## config.mk

```make
export PLATFORM = sky130hd
export DESIGN_NAME = three_group_interrupt_control
export DESIGN_NICKNAME = d
export VERILOG_FILES = /design/src/edge_event_detect.v /design/src/three_group_interrupt_control.v
export VERILOG_INCLUDE_DIRS = /design/src /design/src/src
export SDC_FILE = /design/constraint.sdc
export NUM_CORES = 1
export LEC_CHECK = 0
export BUFFER_PORTS_ARGS = -buffer_cell sky130_fd_sc_hd__buf_4
export CORE_UTILIZATION = 46
export CTS_CLUSTER_SIZE = 28
export DETAILED_ROUTE_END_ITERATION = 8
export PLACE_DENSITY = 0.88
export SLEW_MARGIN = 20
export SYNTH_ARGS = -nofsm -noshare
export SYNTH_HDL_FRONTEND = slang
export SYNTH_SLANG_ARGS = --single-unit
```

## constraint.sdc

```tcl
create_clock -name clk -period 3 [get_ports clk]
set_clock_uncertainty 0.1 [all_clocks]
set_input_delay 0.6 -clock clk [delete_from_list [all_inputs] [get_ports clk]]
set_output_delay 0.6 -clock clk [all_outputs]
set_load 0.02 [all_outputs]
```

## src/irq_ctrl_defs.vh

```
// constants for the three-group interrupt control block
`ifndef IRQ_CTRL_DEFS_VH
`define IRQ_CTRL_DEFS_VH
`define IRQ_CTRL_OFFSET 32'h0000_0004
`define IRQ_CTRL_RESET 12'h008
`define G0_SEL_LSB 0
`define G0_FLAG_BIT 3
`define G1_SEL_LSB 4
`define G1_FLAG_BIT 7
`define G2_SEL_LSB 8
`define G2_FLAG_BIT 11
`define SEL_IDLE 3'h0
`define SEL_CODE1 3'h1
`define SEL_CODE2 3'h2
`define SEL_CODE3 3'h3
`define RESP_OKAY 2'h0
`define RESP_SLVERR 2'h2
`endif

```

## src/edge_event_detect.v

```verilog
// one-cycle rise and fall pulses from a same-clock level
`timescale 1ns/1ps
`default_nettype none
module edge_event_detect
(
    input wire clk, // system clock
    input wire rst_n, // synchronous reset, active low
    input wire level, // level to watch
    output wire rise, // low-to-high pulse
    output wire fall // high-to-low pulse
);
    reg prev;
    reg primed;

    // first cycle after reset only loads prev, so a level present at reset is no edge
    always @(posedge clk)
    begin
        if (!rst_n)
        begin
            prev <= 1'b0;
            primed <= 1'b0;
        end
        else
        begin
            prev <= level;
            primed <= 1'b1;
        end
    end

    assign rise = primed & level & ~prev;
    assign fall = primed & ~level & prev;
endmodule
`default_nettype wire

```

## src/three_group_interrupt_control.v

```verilog
// three-group interrupt control register with AXI4-Lite access
//
// What this block does
// group zero select codes autocal, aux rise, fall
// group zero select zero sets nothing
// group zero flag set on selected condition
// host writing zero clears flag and request
// reset value reads 0000 0008h
// group one select: threshold rise, fall
// group one flag set and cleared likewise
// group two select: threshold edges, burst done
// group two flag set and cleared likewise
// group one/two select zero sets nothing
// conditions latched on edges, not levels
// input threshold flag when count exceeds threshold
// output threshold flag when count exceeds threshold
// bits twelve upward read zero, ignore writes
// interrupt output high while any flag set, from the first clock edge out of reset
//
// The AXI4-Lite slave port was chosen for this implementation.
`timescale 1ns/1ps
`default_nettype none
`include "irq_ctrl_defs.vh"
module three_group_interrupt_control
(
    input wire clk, // 20 MHz system clock
    input wire rst_n, // synchronous reset, active low
    input wire autocalDone, // autocal completion level, same clock
    input wire auxInputPin, // auxiliary input pin, asynchronous
    input wire [15:0] inBufCount, // words in input buffer
    input wire [14:0] inBufThreshold, // input buffer threshold value
    input wire [15:0] outBufCount, // words in output buffer
    input wire [14:0] outBufThreshold, // output buffer threshold value
    input wire outBurstDone, // output burst completion level, same clock
    output reg irqRequest, // interrupt toward host bridge
    output reg inThresholdFlag, // input buffer above threshold
    output reg outThresholdFlag, // output buffer above threshold
    input wire [31:0] s_axi_awaddr, // write address
    input wire s_axi_awvalid, // write address valid
    output reg s_axi_awready, // write address ready
    input wire [31:0] s_axi_wdata, // write data
    input wire [3:0] s_axi_wstrb, // write byte strobes
    input wire s_axi_wvalid, // write data valid
    output reg s_axi_wready, // write data ready
    output reg [1:0] s_axi_bresp, // write response
    output reg s_axi_bvalid, // write response valid
    input wire s_axi_bready, // write response ready
    input wire [31:0] s_axi_araddr, // read address
    input wire s_axi_arvalid, // read address valid
    output reg s_axi_arready, // read address ready
    output reg [31:0] s_axi_rdata, // read data
    output reg [1:0] s_axi_rresp, // read response
    output reg s_axi_rvalid, // read data valid
    input wire s_axi_rready // read data ready
);
    // picks the event for a 3-bit selector; code 0 and reserved codes give none
    function pick_event;
        input [2:0] sel;
        input e1;
        input e2;
        input e3;
        begin
            case (sel)
                `SEL_CODE1: pick_event = e1;
                `SEL_CODE2: pick_event = e2;
                `SEL_CODE3: pick_event = e3;
                default: pick_event = 1'b0;
            endcase
        end
    endfunction

    function addr_hit;
        input [31:0] addr;
        begin
            addr_hit = ({addr[31:2], 2'b00} == `IRQ_CTRL_OFFSET);
        end
    endfunction

    reg auxMeta;
    reg auxSync;
    reg [2:0] groupZeroConditionSelect;
    reg [2:0] groupOneConditionSelect;
    reg [2:0] groupTwoConditionSelect;
    reg groupZeroPendingFlag;
    reg groupOnePendingFlag;
    reg groupTwoPendingFlag;
    reg awHeld;
    reg wHeld;
    reg [31:0] wrAddr;
    reg [31:0] wrData;
    reg [3:0] wrStrb;
    wire autocalRise;
    wire auxRise;
    wire auxFall;
    wire inThrRise;
    wire inThrFall;
    wire outThrRise;
    wire outThrFall;
    wire burstRise;
    wire ev0;
    wire ev1;
    wire ev2;
    wire doWrite;
    wire wrHit;
    wire [31:0] regValue;
    reg next_flag0;
    reg next_flag1;
    reg next_flag2;

    // two-stage synchroniser for the aux pin
    always @(posedge clk)
    begin
        if (!rst_n)
        begin
            auxMeta <= 1'b0;
            auxSync <= 1'b0;
        end
        else
        begin
            auxMeta <= auxInputPin;
            auxSync <= auxMeta;
        end
    end

    // threshold comparators
    always @(posedge clk)
    begin
        if (!rst_n)
        begin
            inThresholdFlag <= 1'b0;
            outThresholdFlag <= 1'b0;
        end
        else
        begin
            inThresholdFlag <= (inBufCount > {1'b0, inBufThreshold});
            outThresholdFlag <= (outBufCount > {1'b0, outBufThreshold});
        end
    end

    // edge detection of every condition
    edge_event_detect u_autocal
    (
        .clk(clk),
        .rst_n(rst_n),
        .level(autocalDone),
        .rise(autocalRise),
        .fall()
    );
    edge_event_detect u_aux
    (
        .clk(clk),
        .rst_n(rst_n),
        .level(auxSync),
        .rise(auxRise),
        .fall(auxFall)
    );
    edge_event_detect u_inthr
    (
        .clk(clk),
        .rst_n(rst_n),
        .level(inThresholdFlag),
        .rise(inThrRise),
        .fall(inThrFall)
    );
    edge_event_detect u_outthr
    (
        .clk(clk),
        .rst_n(rst_n),
        .level(outThresholdFlag),
        .rise(outThrRise),
        .fall(outThrFall)
    );
    edge_event_detect u_burst
    (
        .clk(clk),
        .rst_n(rst_n),
        .level(outBurstDone),
        .rise(burstRise),
        .fall()
    );

    assign ev0 = pick_event(groupZeroConditionSelect, autocalRise, auxRise, auxFall);
    assign ev1 = pick_event(groupOneConditionSelect, inThrRise, inThrFall, 1'b0);
    assign ev2 = pick_event(groupTwoConditionSelect, outThrRise, outThrFall, burstRise);

    assign doWrite = awHeld & wHeld & ~s_axi_bvalid;
    assign wrHit = addr_hit(wrAddr);
    assign regValue = {20'h0_0000, groupTwoPendingFlag, groupTwoConditionSelect,
        groupOnePendingFlag, groupOneConditionSelect,
        groupZeroPendingFlag, groupZeroConditionSelect};

    // flag next values: hardware set wins over host clear
    always @*
    begin
        next_flag0 = groupZeroPendingFlag;
        next_flag1 = groupOnePendingFlag;
        next_flag2 = groupTwoPendingFlag;
        if (doWrite && wrHit && wrStrb[0])
        begin
            next_flag0 = wrData[`G0_FLAG_BIT];
            next_flag1 = wrData[`G1_FLAG_BIT];
        end
        if (doWrite && wrHit && wrStrb[1])
            next_flag2 = wrData[`G2_FLAG_BIT];
        if (ev0)
            next_flag0 = 1'b1;
        if (ev1)
            next_flag1 = 1'b1;
        if (ev2)
            next_flag2 = 1'b1;
    end

    // control register and interrupt output
    always @(posedge clk)
    begin
        if (!rst_n)
        begin
            groupZeroConditionSelect <= `SEL_IDLE;
            groupOneConditionSelect <= `SEL_IDLE;
            groupTwoConditionSelect <= `SEL_IDLE;
            groupZeroPendingFlag <= 1'b1;
            groupOnePendingFlag <= 1'b0;
            groupTwoPendingFlag <= 1'b0;
            irqRequest <= 1'b0;
        end
        else
        begin
            if (doWrite && wrHit && wrStrb[0])
            begin
                groupZeroConditionSelect <= wrData[`G0_SEL_LSB +: 3];
                groupOneConditionSelect <= wrData[`G1_SEL_LSB +: 3];
            end
            if (doWrite && wrHit && wrStrb[1])
                groupTwoConditionSelect <= wrData[`G2_SEL_LSB +: 3];
            groupZeroPendingFlag <= next_flag0;
            groupOnePendingFlag <= next_flag1;
            groupTwoPendingFlag <= next_flag2;
            irqRequest <= next_flag0 | next_flag1 | next_flag2;
        end
    end

    // write channels: address and data taken in either order
    always @(posedge clk)
    begin
        if (!rst_n)
        begin
            awHeld <= 1'b0;
            wHeld <= 1'b0;
            wrAddr <= 32'h0000_0000;
            wrData <= 32'h0000_0000;
            wrStrb <= 4'h0;
            s_axi_awready <= 1'b1;
            s_axi_wready <= 1'b1;
            s_axi_bvalid <= 1'b0;
            s_axi_bresp <= `RESP_OKAY;
        end
        else
        begin
            if (s_axi_awvalid && s_axi_awready)
            begin
                awHeld <= 1'b1;
                wrAddr <= s_axi_awaddr;
                s_axi_awready <= 1'b0;
            end
            if (s_axi_wvalid && s_axi_wready)
            begin
                wHeld <= 1'b1;
                wrData <= s_axi_wdata;
                wrStrb <= s_axi_wstrb;
                s_axi_wready <= 1'b0;
            end
            if (doWrite)
            begin
                s_axi_bvalid <= 1'b1;
                s_axi_bresp <= wrHit ? `RESP_OKAY : `RESP_SLVERR;
                awHeld <= 1'b0;
                wHeld <= 1'b0;
            end
            if (s_axi_bvalid && s_axi_bready)
            begin
                s_axi_bvalid <= 1'b0;
                s_axi_awready <= 1'b1;
                s_axi_wready <= 1'b1;
            end
        end
    end

    // read channel
    always @(posedge clk)
    begin
        if (!rst_n)
        begin
            s_axi_arready <= 1'b1;
            s_axi_rvalid <= 1'b0;
            s_axi_rdata <= 32'h0000_0000;
            s_axi_rresp <= `RESP_OKAY;
        end
        else if (s_axi_arvalid && s_axi_arready)
        begin
            s_axi_arready <= 1'b0;
            s_axi_rvalid <= 1'b1;
            s_axi_rdata <= addr_hit(s_axi_araddr) ? regValue : 32'h0000_0000;
            s_axi_rresp <= addr_hit(s_axi_araddr) ? `RESP_OKAY : `RESP_SLVERR;
        end
        else if (s_axi_rvalid && s_axi_rready)
        begin
            s_axi_rvalid <= 1'b0;
            s_axi_arready <= 1'b1;
        end
    end
endmodule
`default_nettype wire

```

* Word level (Yosys, flattened, before mapping) *
Index checks and enable logic that the tools add are counted.
W data, S select, Z words.

cells by class
  order comparisons = 2
  equal/unequal tests = 10
  muxes and demuxes = 17
  bitwise operators = 30
  reductions and logical operators = 11

operators with widths
  operator               number
  $eq A30 B1 Y1 const B  2
  $gt A16 B15 Y1         2
  $and A1 B1 Y1          18
  $eq A3 B2 Y1 const B   5
  $mux W12               1
  $mux W1                11
  $not A1 Y1             10
  $eq A3 B1 Y1 const B   3
  $logic_and A1 B1 Y1    8
  $pmux W1 S3            2
  $mux W2                2
  $reduce_or A2 Y1       2
  $or A1 B1 Y1           2
  $pmux W1 S2            1
  $reduce_bool A2 Y1     1

storage, ports and cells
  register bits after elaboration = 112
  output and inout bits = 44
  word-level logic and storage cells = 100

* Depth between registers and ports, before layout *
Gate-level depths: netlist of run 1.

  depth after elaboration = 8
  depth in mapped cells = 8
  depth with buffers taken out = 8

* By module *
A second synthesis of run 1 with hierarchy kept.

second synthesis, totals
  cells, all modules = 516
  area, all modules = 4490.6 sq um

by module, submodules not included
  module                         times used  cells an instance  area each (sq um)
  three_group_interrupt_control  1           491                4165.2
  edge_event_detect              5           5                  65.1

* Worst setup path after synthesis of run 1 *
OpenSTA, ideal clock, no wires.

  path kind = flip-flop to flip-flop
  start point = register wrAddr[30]
  end point = register groupZeroPendingFlag
  library setup time = 132 ps
  arrival time = 2037 ps
  data required time = 2768 ps
  slack = 731 ps
  cell stages (with the launch flop) = 6
  path buffers = 0
  period minus slack after synthesis = 2269 ps
  path through = dfxtp_1 nor4b_2 nand4_1 nor4_4 mux2_4 or3b_2

between the ends
  cells in the longest elaborated chain, start to end = 5

RTL lines
  element                            RTL line                             source
  start, declared                    three_group_interrupt_control.v:89   reg [31:0] wrAddr;
  start signal, assigned             three_group_interrupt_control.v:262  wrAddr <= s_axi_awaddr;
  $eq A30 B1 Y1 (no source line)     --
  $logic_and A1 B1 Y1 (2 in series)  three_group_interrupt_control.v:198  if (doWrite && wrHit && wrStrb[0])
  $mux W1                            three_group_interrupt_control.v:198
  $mux W1                            three_group_interrupt_control.v:205  if (ev0)
  end signal, assigned               three_group_interrupt_control.v:235  groupZeroPendingFlag <= next_flag0;
  end, declared                      three_group_interrupt_control.v:84   reg groupZeroPendingFlag;

Every way passes these cells.
A chain may end at the register's enable or synchronous reset.

* Worst setup path after layout of run 1 *
  start point = register wrAddr[5]
  end point = register groupZeroPendingFlag

The elaborated chain is that of the path after synthesis.

==> results of run 1 <==
## critical path, stage by stage (launching register included)
cell and delay, ns:
dfxtp_1 0.32, nor4_1 0.30, nand2_1 0.18, nor4_4 0.61, mux2_4 0.36, or3b_2 0.44
## per-stage QoR
stage	instance area [um^2]	hold WS, ns	setup slack, ns
detailed placement	5593	0.3401	0.5763
finish	5801	0.3413	0.5673
floorplan	4410	0.3119	0.7306
global route	5801	0.3490	0.4804
global placement	5593	0.3404	0.5976
CTS	5801	0.3267	0.5665
## power breakdown
part / total (mW) / leakage [nW] / switching [mW] / internal, mW
clock network: 0.827 / 0.107 / 0.394 / 0.433
logic: 0.422 / 1.88 / 0.196 / 0.226
registers: 1.25 / 0.720 / 0.0297 / 1.22
## layer usage
metal  global-route usage, %  part of all wire (%)  wire length, um
met1                   22.60                    41             4130
met2                   39.16                    51             5194
met3                   3.688                   5.8              582
met4                   8.726                   1.8              179
met5                       0                     0                0
## synthesized netlist by cell type (11+ instances only)
master    instances  area [um^2]
nand2_1          99        371.6
dfxtp_1          88         1762
a21boi_0         46        345.3
inv_1            40        150.1
ha_1             30        375.4
nor2b_1          28        175.2
buf_4            22        165.2
clkbuf_1         20        75.07
o21ai_0          15        75.07
a21oi_1          13        65.06
a22oi_1          12        90.09
and2_1           12        75.07
mux2i_1          11        110.1
## flip-flops by register name, indices dropped and copies added, names as in the netlist, 2 cells and up
signal and flops:
groupOneConditionSelect 3, s_axi_rdata 12, wrData 12, groupTwoConditionSelect 3, wrAddr 30, wrStrb 2, groupZeroConditionSelect 3
## kinds of logic after synthesis
| kind of cell | Yosys count | share of synthesized area, % |
|---|---|---|
| other cells | 1 | 0.08657 |
| mux | 12 | 2.889 |
| compound gates | 99 | 15.71 |
| fa+ha+maj | 30 | 8.666 |
| simple gates | 192 | 22.96 |
| buf+inv | 82 | 9.012 |
| flops | 88 | 40.67 |
## how the worst max path moves through the flow
stage                           from              endpoint  slack [ns]  cells after the start
after floorplan           wrAddr[30]  groupZeroPendingFlag        0.73                      5
after global placement     wrAddr[5]  groupZeroPendingFlag        0.60                      5
after detailed placement   wrAddr[5]  groupZeroPendingFlag        0.58                      5
after CTS                  wrAddr[5]  groupZeroPendingFlag        0.57                      5
after global routing      wrAddr[15]  groupZeroPendingFlag        0.48                      5
final                      wrAddr[5]  groupZeroPendingFlag        0.57                      5
## area by class of cell
type                       count  area (um^2)
clock buffer                  12        155.1
clock inverter                 4        52.55
fill                         754         3396
inverter                      40        150.1
multi-input combinational    355         2258
sequential                    88         1762
tap                          111        138.9
timing repair buffer         171         1284
==> flow_summary.ini, run 1 <==
[setup_path]
cp_max_fo = 6
reg2reg_setup_slack_ns = 0.57
timing.rr.start = wrAddr[5]
crit_path_end_kind = flop
ff2ff_path_depth = 5
start_kind = flop
r2r_end = groupZeroPendingFlag
criticalPathCategory = flop to flop
worstPathArrival_ns = 2.56
crit_required_ns = 3.12

[drt]
wl_per_cell_um = 12.91
viasPerCell = 4.963
vias = 3876
routed_wl_mm = 10.09
drt_pass1_iterations = 4
dr.first_iter.drc_count = 112
route.detailed.drc = 0
ant_nets = 0

[timing]
period_minus_slack_ns = 2.433
finalHoldViolCount = 0
finalSetupViolCount = 0
fin_tns_setup_ns = 0
fmax_mhz = 411.1
slew_violations = 0
post-route-period-util_pct = 81.09
rsz0062_at_grt = no
relSlewSlack_pct = 35.64
worst_pin_slew_ns = 0.9631

[status]
status = complete, no violations

[cells_and_area]
nets = 867
area_growth_pct = 33.91
final_cells = 781
layout_commonest_cell = buf_4
final_cell_mix = buf_4 (171), nand2_1 (99), dfxtp_1 (88)
antenna_cells = 0
utilization_pct = 63.07
drive_gt1_share_pct = 28.96

[die]
rows = 35
dieArea_um2 = 9809
io-pin-count = 216
core_um2 = 9196
initial_core_util_pct = 47.10
die_w_um = 99.04
die_h_um = 99.04

[pwr]
vdd_ir_drop_max_mv = 0.1980
power_density_nw_per_um2 = 430.4
leakage_nw = 2.707
finalPower_mw = 2.497

[cts]
cts_max_level = 3
clock_path_buffers = 2
clkSlewWorstSetupHoldPaths_ns = 0.09
cts_num_sinks = 88
numCtsBuffers = 9
holdBufCountCts = 0
post_cts_buffers = 0
cts_tree = yes
root_buffer = clkbuf_8
cts_resized = 0
clkLatencyLatePin_ns = 0.34

[synthesis]
synth.cell_area_um2 = 4332
ys_warn_count = 0
ys_async_sr_fraction_pct = 0
synth_edf_count = 0
avgSynthCellArea_um2 = 8.595
yosys.cell_types.count = 40
yosysSeqAreaShare_pct = 40.67
syn_inst = 504
ys_dominant_reg_cell = dfxtp_1
synth.ff_latch_count = 88

[placement]
dp_hpwl_mm = 8.018
port_buffers = 167
gp_congestion = 0.7642
dp.cells = 765

[job]
maxCapViolCount = 0

[worst_hold_path]
min_path_type = input pin to flop
hold_end = s_axi_awready
holdPathStages = 2
min_from = s_axi_awvalid

[grt]
first_global_vias = 3862
antenna_found_initial = 0
grt_use_total_pct = 20.72
grt_overflow_total = 0
grt_max_degree = 58
grt_pass1_wl_mm = 16.37
(Power assumes the default switching activity.)
==> run 2, diff against run 1 <==
ABC_AREA = 1   (was unset)
clock period = 2.54 ns   (was 3 ns; I/O delays follow)
==> flow_summary.ini, run 2 <==
[synthesis]
avgSynthCellArea_um2 = 7.413
yosys.area_share.adder_pct = 8.626
ys_dominant_reg_cell = dfxtp_1
yosys.cell_types.count = 33
ys_warn_count = 0
yosys.area.top_type = dfxtp_1
synth_compound_area_share_pct = 14.12
syn_inst = 587
synth_most_common_cell = nor2_1
synth.ff_latch_count = 88
synth_commonest_cells = nor2_1 (117), dfxtp_1 (88), inv_1 (74), nand2_1 (62), o21ai_0 (57)
synth_edf_count = 0
synth-simple-area-share_pct = 24.38
synthMuxAreaShare_pct = 0
ys_async_sr_fraction_pct = 0
yosysSeqAreaShare_pct = 40.48
synth_area_leaders = dfxtp_1 (40%), nor2_1 (10%), ha_1 (8.6%)
synth.cell_area_um2 = 4352
synth_top_area_share_pct = 40.48
synth_top_family_by_area = simple AND/OR/NAND/NOR gates
synth_xor_area_share_pct = 0

[grt]
grt_pass1_wl_mm = 16.93
grt_max_degree = 40
antenna_found_initial = 0
grt_use_total_pct = 21.29
grt_overflow_total = 0
first_global_vias = 4016

[drt]
route.met3.wl_um = 566
drt_pass1_iterations = 4
top_layer_used = met4
ant_nets = 0
wl_per_cell_um = 12.13
dr.first_iter.drc_count = 137
drt-met1-wl_mm = 4.098
viasPerCell = 4.888
wl_met2_mm = 5.649
routed_wl_mm = 10.50
route.detailed.drc = 0
vias = 4228

[cells_and_area]
top_register = wrAddr
final_cells = 865
fin_area_um2 = 5836
area_growth_pct = 34.10
drive_gt1_share_pct = 27.59
largest_reg_flops = 30
antenna_cells = 0
top_regs = wrAddr: 30 flops, s_axi_rdata: 12 flops, wrData: 12 flops
n_fill_cell = 805
layout_commonest_cell = buf_4
utilization_pct = 63.46
nets = 951
final_cell_mix = buf_4 (171), nor2_1 (117), dfxtp_1 (88)

[timing]
post-route-period-util_pct = 73.47
worst_pin_slew_ns = 0.5128
finalHoldViolCount = 0
period_minus_slack_ns = 1.866
fin_tns_setup_ns = 0
finalSetupViolCount = 0
worst_slack_ns = 0.6738
rsz0062_at_grt = no
fmax_mhz = 535.8
slew_violations = 0
relSlewSlack_pct = 65.78

[pwr]
clock_power_share_pct = 34.8
power_switching_mw = 0.8957
seq_power_share_pct = 47.0
vdd_ir_drop_max_mv = 0.3801
switching_share_pct = 27.88
leakage_nw = 2.931
power_density_nw_per_um2 = 550.6
p_int_mw = 2.317
comb_power_share_pct = 18.2

[setup_path]
worstPathArrival_ns = 2.00
crit_chain = nand2_1, nor2_2, nand2_2, nor2_4, nand4_4, nand2_1, nand3_1, nor2_1, a21oi_1
crit_required_ns = 2.67
crit_top_cell = nand2_1
criticalPathCategory = flop to flop
cp_max_fo = 14
critPathMaxStageDelay_ns = 0.38
start_kind = flop
crit_path_end_kind = flop
critPathSlowestCell = dfxtp_1

[die]
initial_core_util_pct = 47.32
rows = 35
dieArea_um2 = 9854
die_h_um = 99.27
io-pin-count = 216
core_um2 = 9196
die_w_um = 99.27

[cts]
holdBufCountCts = 0
cts_max_level = 3
numCtsBuffers = 9
post_cts_buffers = 0
root_buffer = clkbuf_8
clkLatencyLatePin_ns = 0.36
cts_num_sinks = 88
clock_path_buffers = 2
cts_resized = 0
clkSlewWorstSetupHoldPaths_ns = 0.10
cts_tree = yes

[status]
status = complete, no violations

[job]
maxCapViolCount = 0

[placement]
dp.cells = 849
placed_area_um2 = 5599
port_buffers = 167
gp_congestion = 0.8350
dp_hpwl_mm = 8.366
dp_slack_ns = 0.5103

[worst_hold_path]
min_path_type = input pin to flop
-- run 2: changes by cell type in the layout (fill, tap and decap cells not counted), moves of 4 or more --
cell	previous run	this run
a21boi_0	46	0
a21oi_1	13	41
a22oi_1	12	0
and2_1	12	0
inv_1	40	74
mux2i_1	11	0
nand2_1	99	62
nand2b_1	4	0
nand3_1	2	24
nor2_1	10	117
nor2_2	0	4
nor2b_1	28	0
o21ai_0	15	57
-- run 2: final timing paths --
check	start	to	slack, ns	cells past startpoint
setup / recovery	awHeld	irqRequest	0.67	9
hold / removal	auxInputPin	auxMeta	0.24	3
setup reg to reg	awHeld	irqRequest	0.67	9
hold reg to reg	auxMeta	auxSync	0.32	2
-- run 2: critical path: cells and delay by family (launching register included) --
kind,cells,cell delay (ns)
simple gates,8,1.17
flops,1,0.38
compound gates,1,0.08
-- run 2: layer usage --
metal | global-route usage [%] | vias up
li1 | - | 2177
met1 | 21.96 | 1906
met2 | 41.35 | 129
met3 | 5.200 | 16
met4 | 7.692 | 0
met5 | 0 | -
-- run 2: metrics by stage --
step / hold slack (ns) / power, mW
2_1_floorplan: 0.2905 / 1.882
3_3_place_gp: 0.2944 / 2.097
3_5_place_dp: 0.3109 / 2.126
4_1_cts: 0.2305 / 3.225
5_1_grt: 0.2204 / 3.375
6_report: 0.2402 / 3.213
-- run 2: area by class of cell --
type                       count  area (um^2)  share of cell area, %
tap                          111        138.9                  2.380
timing repair buffer         171         1284                  22.00
inverter                      75        281.5                  4.824
multi-input combinational    404         2133                  36.56
clock buffer                   9        123.9                  2.123
sequential                    88         1762                  30.19
clock inverter                 7        112.6                  1.930
-- run 2: cells by family (layout without fill, tap and decap cells) --
kind of cell,after synthesis,after routing
other,1,22
flip-flops,88,88
AND/OR/NAND/NOR,238,238
adder cells (fa/ha/maj),30,30
AO/OA/AOI/OAI,114,114
buffers and inverters,116,262
-- run 2: power groups by stage --
| stage | registers [mW] | logic (mW) | clock network, mW |
|---|---|---|---|
| detailed placement | 1.54 | 0.585 | 0 |
| global route | 1.52 | 0.661 | 1.20 |
| finish | 1.51 | 0.584 | 1.12 |
| CTS | 1.51 | 0.588 | 1.13 |
| floorplan | 1.54 | 0.338 | 0 |
| global placement | 1.54 | 0.561 | 0 |
